--- src/verilog/bru_pkg.sv ---
package bru_pkg;

  // Register port geometry
  localparam int BRU_ADDR_W = 4;
  localparam int BRU_DATA_W = 16;

  // Register indices on the register port
  localparam logic [3:0] BRU_REG_INSTR = 4'h0;
  localparam logic [3:0] BRU_REG_WORK = 4'h1;
  localparam logic [3:0] BRU_REG_STATUS = 4'h2;
  localparam logic [3:0] BRU_REG_BANK = 4'h3;
  localparam logic [3:0] BRU_REG_STATE = 4'h4;

  // Status register field positions
  localparam int BRU_ST_CARRY = 0;
  localparam int BRU_ST_ZERO = 1;
  localparam int BRU_ST_NEG = 2;

  // State register field positions
  localparam int BRU_SS_BUSY = 0;
  localparam int BRU_SS_BADOP = 1;
  localparam int BRU_SS_PHASE = 2;

  // Reset values
  localparam logic [7:0] BRU_WORK_RST = 8'h00;
  localparam logic [3:0] BRU_BANK_RST = 4'h0;

  // Opcode upper six bits for each rotate
  localparam logic [5:0] BRU_OPC_RLN = 6'h11;
  localparam logic [5:0] BRU_OPC_RRC = 6'h0c;
  localparam logic [5:0] BRU_OPC_RRN = 6'h10;

  // Opcode field positions
  localparam int BRU_OPC_HI = 15;
  localparam int BRU_OPC_LO = 10;
  localparam int BRU_DEST_BIT = 9;
  localparam int BRU_BANK_BIT = 8;

  // Access bank: low part maps to bank 0, upper part to the top bank
  localparam logic [7:0] BRU_ACCESS_SPLIT = 8'h80;
  localparam logic [3:0] BRU_ACCESS_TOP_BANK = 4'hf;
  localparam logic [3:0] BRU_ACCESS_LOW_BANK = 4'h0;

  // Phases per instruction cycle
  localparam int BRU_PHASES = 4;

  typedef enum logic [1:0] {
    BRU_OP_NONE,
    BRU_OP_RLN,
    BRU_OP_RRC,
    BRU_OP_RRN
  } bru_op_t;

  typedef enum logic [2:0] {
    BRU_IDLE,
    BRU_Q1,
    BRU_Q2,
    BRU_Q3,
    BRU_Q4
  } bru_phase_t;

  typedef struct packed {
    bru_op_t op;
    logic dest;
    logic bank_sel;
    logic [7:0] faddr;
  } bru_instr_t;

  typedef struct packed {
    logic neg;
    logic zero;
    logic carry;
  } bru_flags_t;

endpackage

--- src/verilog/bru_bank_addr.sv ---
`timescale 1ns/1ns
module bru_bank_addr import bru_pkg::*; (
  input wire logic bank_sel,
  input wire logic [7:0] faddr,
  input wire logic [3:0] bank_select_register,
  output logic [11:0] addr
);

  // Access bank ignores the bank select register; banked mode uses it
  always_comb begin
    if (bank_sel) begin
      addr = {bank_select_register, faddr};
    end else if (faddr < BRU_ACCESS_SPLIT) begin
      addr = {BRU_ACCESS_LOW_BANK, faddr};
    end else begin
      addr = {BRU_ACCESS_TOP_BANK, faddr};
    end
  end

endmodule

--- src/verilog/bru_core.sv ---
// The plain strobed port and the address map were chosen for this implementation.
`timescale 1ns/1ns
module bru_core import bru_pkg::*; (
  input wire logic clk_sys,
  input wire logic resetn,
  input wire logic [BRU_ADDR_W-1:0] reg_addr,
  input wire logic [BRU_DATA_W-1:0] reg_wdata,
  input wire logic reg_wr,
  input wire logic reg_rd,
  output logic [BRU_DATA_W-1:0] reg_rdata,
  output logic [11:0] mem_addr,
  output logic mem_rd,
  input wire logic [7:0] mem_rdata,
  output logic mem_wr,
  output logic [7:0] mem_wdata,
  output logic busy
);

  bru_phase_t phase_r, phase_nxt;
  bru_instr_t instr_r, instr_nxt;
  logic [11:0] addr_r, addr_nxt;
  logic [7:0] result_r, result_nxt;
  logic carry_res_r, carry_res_nxt;
  logic [7:0] work_r, work_nxt;
  logic [3:0] bank_r, bank_nxt;
  bru_flags_t flags_r, flags_nxt;
  logic badop_r, badop_nxt;
  logic [BRU_DATA_W-1:0] rdata_r, rdata_nxt;
  bru_op_t dec_op;
  logic [11:0] eff_addr;
  logic [7:0] rot_result;
  logic rot_carry;
  logic rot_neg;
  logic rot_zero;
  logic instr_wr;

  // Opcode decode of the word on the register port
  always_comb begin
    unique case (reg_wdata[BRU_OPC_HI:BRU_OPC_LO])
      BRU_OPC_RLN: dec_op = BRU_OP_RLN;
      BRU_OPC_RRC: dec_op = BRU_OP_RRC;
      BRU_OPC_RRN: dec_op = BRU_OP_RRN;
      default: dec_op = BRU_OP_NONE;
    endcase
  end

  assign instr_wr = reg_wr && (reg_addr == BRU_REG_INSTR);

  bru_bank_addr u_bank (
    .bank_sel(instr_r.bank_sel),
    .faddr(instr_r.faddr),
    .bank_select_register(bank_r),
    .addr(eff_addr)
  );

  bru_rotate u_rot (
    .op(instr_r.op),
    .src(mem_rdata),
    .carry_in(flags_r.carry),
    .result(rot_result),
    .carry_out(rot_carry),
    .neg(rot_neg),
    .zero(rot_zero)
  );

  // Phase sequencer and datapath latches
  always_comb begin
    phase_nxt = phase_r;
    instr_nxt = instr_r;
    addr_nxt = addr_r;
    result_nxt = result_r;
    carry_res_nxt = carry_res_r;
    unique case (phase_r)
      BRU_IDLE: begin
        if (instr_wr && dec_op != BRU_OP_NONE) begin
          instr_nxt.op = dec_op;
          instr_nxt.dest = reg_wdata[BRU_DEST_BIT];
          instr_nxt.bank_sel = reg_wdata[BRU_BANK_BIT];
          instr_nxt.faddr = reg_wdata[7:0];
          phase_nxt = BRU_Q1;
        end
      end
      BRU_Q1: begin
        addr_nxt = eff_addr;
        phase_nxt = BRU_Q2;
      end
      BRU_Q2: begin
        phase_nxt = BRU_Q3;
      end
      BRU_Q3: begin
        result_nxt = rot_result;
        carry_res_nxt = rot_carry;
        phase_nxt = BRU_Q4;
      end
      BRU_Q4: begin
        phase_nxt = BRU_IDLE;
      end
    endcase
  end

  always_ff @(posedge clk_sys or negedge resetn) begin
    if (!resetn) begin
      phase_r <= BRU_IDLE;
      instr_r <= '0;
      addr_r <= 12'h000;
      result_r <= 8'h00;
      carry_res_r <= 1'b0;
    end else begin
      phase_r <= phase_nxt;
      instr_r <= instr_nxt;
      addr_r <= addr_nxt;
      result_r <= result_nxt;
      carry_res_r <= carry_res_nxt;
    end
  end

  // Software-visible registers; the Q4 write wins over a same-cycle software write
  always_comb begin
    work_nxt = work_r;
    bank_nxt = bank_r;
    flags_nxt = flags_r;
    badop_nxt = badop_r;
    if (reg_wr && reg_addr == BRU_REG_WORK) begin
      work_nxt = reg_wdata[7:0];
    end
    if (reg_wr && reg_addr == BRU_REG_BANK) begin
      bank_nxt = reg_wdata[3:0];
    end
    if (reg_wr && reg_addr == BRU_REG_STATUS) begin
      flags_nxt.carry = reg_wdata[BRU_ST_CARRY];
      flags_nxt.zero = reg_wdata[BRU_ST_ZERO];
      flags_nxt.neg = reg_wdata[BRU_ST_NEG];
    end
    if (reg_wr && reg_addr == BRU_REG_STATE && reg_wdata[BRU_SS_BADOP]) begin
      badop_nxt = 1'b0;
    end
    // Sticky bad-opcode flag; a new event wins over the clear
    if (instr_wr && dec_op == BRU_OP_NONE && phase_r == BRU_IDLE) begin
      badop_nxt = 1'b1;
    end
    if (phase_r == BRU_Q4) begin
      if (!instr_r.dest) begin
        work_nxt = result_r;
      end
      flags_nxt.neg = result_r[7];
      flags_nxt.zero = (result_r == 8'h00);
      if (instr_r.op == BRU_OP_RRC) begin
        flags_nxt.carry = carry_res_r;
      end
    end
  end

  always_ff @(posedge clk_sys or negedge resetn) begin
    if (!resetn) begin
      work_r <= BRU_WORK_RST;
      bank_r <= BRU_BANK_RST;
      flags_r <= '0;
      badop_r <= 1'b0;
    end else begin
      work_r <= work_nxt;
      bank_r <= bank_nxt;
      flags_r <= flags_nxt;
      badop_r <= badop_nxt;
    end
  end

  // Read data stands only in the cycle after the strobe
  always_comb begin
    rdata_nxt = '0;
    if (reg_rd) begin
      unique case (reg_addr)
        BRU_REG_WORK: rdata_nxt = {8'h00, work_r};
        BRU_REG_BANK: rdata_nxt = {12'h000, bank_r};
        BRU_REG_STATUS: begin
          rdata_nxt[BRU_ST_CARRY] = flags_r.carry;
          rdata_nxt[BRU_ST_ZERO] = flags_r.zero;
          rdata_nxt[BRU_ST_NEG] = flags_r.neg;
        end
        BRU_REG_STATE: begin
          rdata_nxt[BRU_SS_BUSY] = (phase_r != BRU_IDLE);
          rdata_nxt[BRU_SS_BADOP] = badop_r;
          rdata_nxt[BRU_SS_PHASE +: 3] = phase_r;
        end
        default: rdata_nxt = '0;
      endcase
    end
  end

  always_ff @(posedge clk_sys or negedge resetn) begin
    if (!resetn) begin
      rdata_r <= '0;
    end else begin
      rdata_r <= rdata_nxt;
    end
  end

  // Data memory port and status outputs
  assign reg_rdata = rdata_r;
  assign mem_addr = addr_r;
  assign mem_rd = (phase_r == BRU_Q2);
  assign mem_wr = (phase_r == BRU_Q4) && instr_r.dest;
  assign mem_wdata = result_r;
  assign busy = (phase_r != BRU_IDLE);

endmodule

--- src/verilog/bru_rotate.sv ---
`timescale 1ns/1ns
module bru_rotate import bru_pkg::*; (
  input wire bru_op_t op,
  input wire logic [7:0] src,
  input wire logic carry_in,
  output logic [7:0] result,
  output logic carry_out,
  output logic neg,
  output logic zero
);

  // Rotate datapath and result flags
  always_comb begin
    result = src;
    carry_out = carry_in;
    unique case (op)
      BRU_OP_NONE: begin
        result = src;
      end
      BRU_OP_RLN: begin
        result = {src[6:0], src[7]};
      end
      BRU_OP_RRC: begin
        result = {carry_in, src[7:1]};
        carry_out = src[0];
      end
      BRU_OP_RRN: begin
        result = {src[0], src[7:1]};
      end
    endcase
    neg = result[7];
    zero = (result == 8'h00);
  end

endmodule
--- config.mk ---
export PLATFORM = sky130hd
export DESIGN_NAME = bru_core
export DESIGN_NICKNAME = d
export VERILOG_FILES = /design/src/verilog/bru_pkg.sv /design/src/verilog/bru_bank_addr.sv /design/src/verilog/bru_core.sv /design/src/verilog/bru_rotate.sv
export SDC_FILE = /design/constraint.sdc
export NUM_CORES = 1
export LEC_CHECK = 0
export BUFFER_PORTS_ARGS = -buffer_cell sky130_fd_sc_hd__buf_2
export CORE_MARGIN = 3
export CORE_UTILIZATION = 40
export DETAILED_ROUTE_END_ITERATION = 7
export GPL_TIMING_DRIVEN = 0
export SYNTH_ARGS = -nofsm -noshare
export SYNTH_HDL_FRONTEND = slang
export SYNTH_SLANG_ARGS = --single-unit
--- constraint.sdc ---
create_clock -name clk_sys -period 2.05 [get_ports clk_sys]
set_input_delay 0.205 -clock clk_sys [delete_from_list [all_inputs] [get_ports clk_sys]]
set_output_delay 0.205 -clock clk_sys [all_outputs]
set_load 0.01 [all_outputs]
==> flow_summary.yaml <==
outcome:
  run_status: "finished clean"
hold_path:
  worstHoldStart: "reg_wdata[9]"
  hold_depth: 2
  hp-class: "primary input to register"
timing:
  hold_violations: 0
  holdWs_ps: 92.44
  finalCritPeriodShare: 0.8403
  setup_viol: 0
  worst_pin_slew_ps: 736.5
  slew_violations: 0
  slew_headroom: 0.5090
  setup_slack_ps: 327.3
  rsz0062_at_grt: "no"
  setup_tns_ps: 0
  skew_ps: 6.978
  clock.fmax_mhz: 580.5
  period_needed_ps: 1723
cts:
  cts-resized-gates: 0
  cts-root-buf: "clkbuf_8"
  cts_setup_buffers: 0
  clock_path_buffers: 2
  insertion_delay_ps: 340
  cts_tree: "yes"
  cts_sinks: 60
  htree_levels: 3
  path_clk_slew_ps: 70
  numCtsBuffers: 9
  cts_hold_buf: 0
power:
  ir_drop_v: 0.0004437
  cellPowerDensity_mw_per_mm2: 1121
  fin_total_pwr_w: 0.004091
  p_leak_nw: 1.898
global_route:
  grt_usage: 0.1622
  grt_pass1_vias: 2115
  grt-ovfl-total: 0
  grt_max_degree: 61
  antenna_found_initial: 0
  grt_pass1_wl_um: 10540
worst_setup_path:
  path_cells: "nor2b_1, nor2b_1, buf_2, buf_4, mux2_1"
  reg2reg_depth: 5
  cp_num_buf_inv: 2
  cp_num_cells: 5
  critPathTopFamily: "buffers and inverters"
  crit_slowest_cell: "dfrtp_1"
  r2r-start: "phase_r[0]$_DFFE_PN0P_"
  cp_common_cell: "nor2b_1"
  crit_required_ps: 2280
  cpPeakStageDelay_ps: 460
  worstSetupStartpointType: "register"
  startpoint: "phase_r[0]$_DFFE_PN0P_"
  critPathCaptureType: "register"
  crit_fanout: 10
  critical_path_class: "register to register"
  arrival_ps: 1950
final_layout:
  final_cell_count_no_fill: 448
  num_antenna_cells: 0
  area_growth_pct: 23.51
  nNetsFinal: 379
  drive_gt1_frac: 0.3182
placement:
  hpwl_um: 4694
  finalWeightedCongestion: 0.8226
  pre_cts_ws_ps: 332.7
  io_buffer_count: 60
  dp.cells: 431
yosys:
  synth_flop_cell: "dfrtp_1"
  synthTopCellsByArea: "dfrtp_1, mux2i_1, mux2_4"
  synth_area_mm2: 0.002954
  yosys.area.top_type_share: 0.5083
  ys_seq_area_frac: 0.5083
  synth-edff-count: 0
  synth_area_per_cell_um2: 11.02
  ys_warn_count: 0
  synth-seq-cells: 60
  yosysTopAreaCell: "dfrtp_1"
  syn_inst: 268
  yosys.cell_types.count: 46
  async_reset_ff_frac: 1.000
floorplanning:
  rows: 30
  core_mm2: 0.006982
  start_util: 0.4231
  die-area_mm2: 0.008452
  die_h_um: 91.94
  num_io_pins: 71
  dieWidth_um: 91.94
routing:
  drt_iter0_drc: 108
  route.vias.total: 2171
  dr.pass1.iters: 4
  via_per_inst: 4.846
  wirelength_um: 6342
  drtAntennaViolNets: 0
  drc: 0
  wl_per_cell_um: 14.16
flow_run:
  maxCapViolations: 0
## registers in the layout (all words and copies together), names as in the netlist
name and cells:
instr_r 12, mem_addr 12, mem_wdata 8, reg_rdata 8, work_r 8, bank_r 4
flags_r 3, phase_r 3, badop_r 1, carry_res_r 1
## synthesized netlist by cell type, drive strengths merged (3+ instances only)
library cell / count
a21oi: 19
nand2: 24
a22oi: 3
nor2: 22
dfrtp: 60
mux2: 24
nor2b: 10
and2: 3
buf: 18
clkbuf: 3
nor3: 7
mux2i: 20
and3: 4
nor3b: 3
nand2b: 3
o21ai: 20
## where the power goes
part | leakage, nW | internal, W | total [W] | switching (W)
Combinational | 1.01 | 0.000500 | 0.00110 | 0.000597
Sequential | 0.778 | 0.00151 | 0.00177 | 0.000263
Clock | 0.112 | 0.000752 | 0.00122 | 0.000472
Total | 1.90 | 0.00276 | 0.00409 | 0.00133
## final timing paths
path | endpoint | slack, ps
setup / recovery | mem_addr[7]$_DFFE_PN0N_ | 330
hold / removal | instr_r[9]$_DFFE_PN0P_ | 90
setup reg to reg | mem_addr[7]$_DFFE_PN0N_ | 330
hold reg to reg | reg_rdata[7]$_DFF_PN0_ | 480
max in group asynchronous | mem_wdata[4]$_DFFE_PN0N_ | 1090
min in group asynchronous | mem_addr[3]$_DFFE_PN0N_ | 470
## placed cells by master, fill, tap and decap left out, types with 6 or more instances in the layout
master,netlist,layout
buf_2,7,66
dfrtp_1,60,60
nand2_1,23,23
nor2_1,20,20
mux2i_1,20,20
a21oi_1,19,19
mux2_1,13,13
clkbuf_8,0,11
nor2b_1,10,10
o21ai_1,10,10
mux2_4,10,10
o21ai_0,10,10
buf_4,9,10
conb_1,1,8
nor3_1,6,6
## layout make-up
| class | instances | area, um2 |
|---|---|---|
| fill | 657 | 3333 |
| sequential | 60 | 1501 |
| multi-input combinational | 192 | 1335 |
| timing repair buffer | 61 | 312.8 |
| clock buffer | 11 | 151.4 |
| buffer | 21 | 136.4 |
| tap | 96 | 120.1 |
| clock inverter | 5 | 83.83 |
| inverter | 2 | 7.507 |
## logic make-up (layout without fill, tap and decap cells)
family,after synthesis,after routing,synth area share
xor+xnor,1,1,0.002965
compound gates,51,51,0.09784
simple gates,87,87,0.1614
buf+inv,23,100,0.04871
mux,45,45,0.1796
other cells,1,8,0.001269
flops,60,60,0.5083
## per-layer routing
metal | global-route usage | wire (um) | vias to the layer above
li1 | - | - | 1087
met5 | 0 | 0 | -
met3 | 0.06071 | 382 | 13
met2 | 0.2512 | 2973 | 60
met1 | 0.2072 | 2867 | 1011
met4 | 0.05941 | 118 | 0
## metrics by stage
stage / util / instance area (um2)
floorplan: - / 2980
global placement: 0.4871 / 3401
detailed placement: 0.4871 / 3401
CTS: 0.5208 / 3636
global route: 0.5226 / 3649
finish: 0.5226 / 3649
No activity file was read; power rests on OpenSTA's default activity.
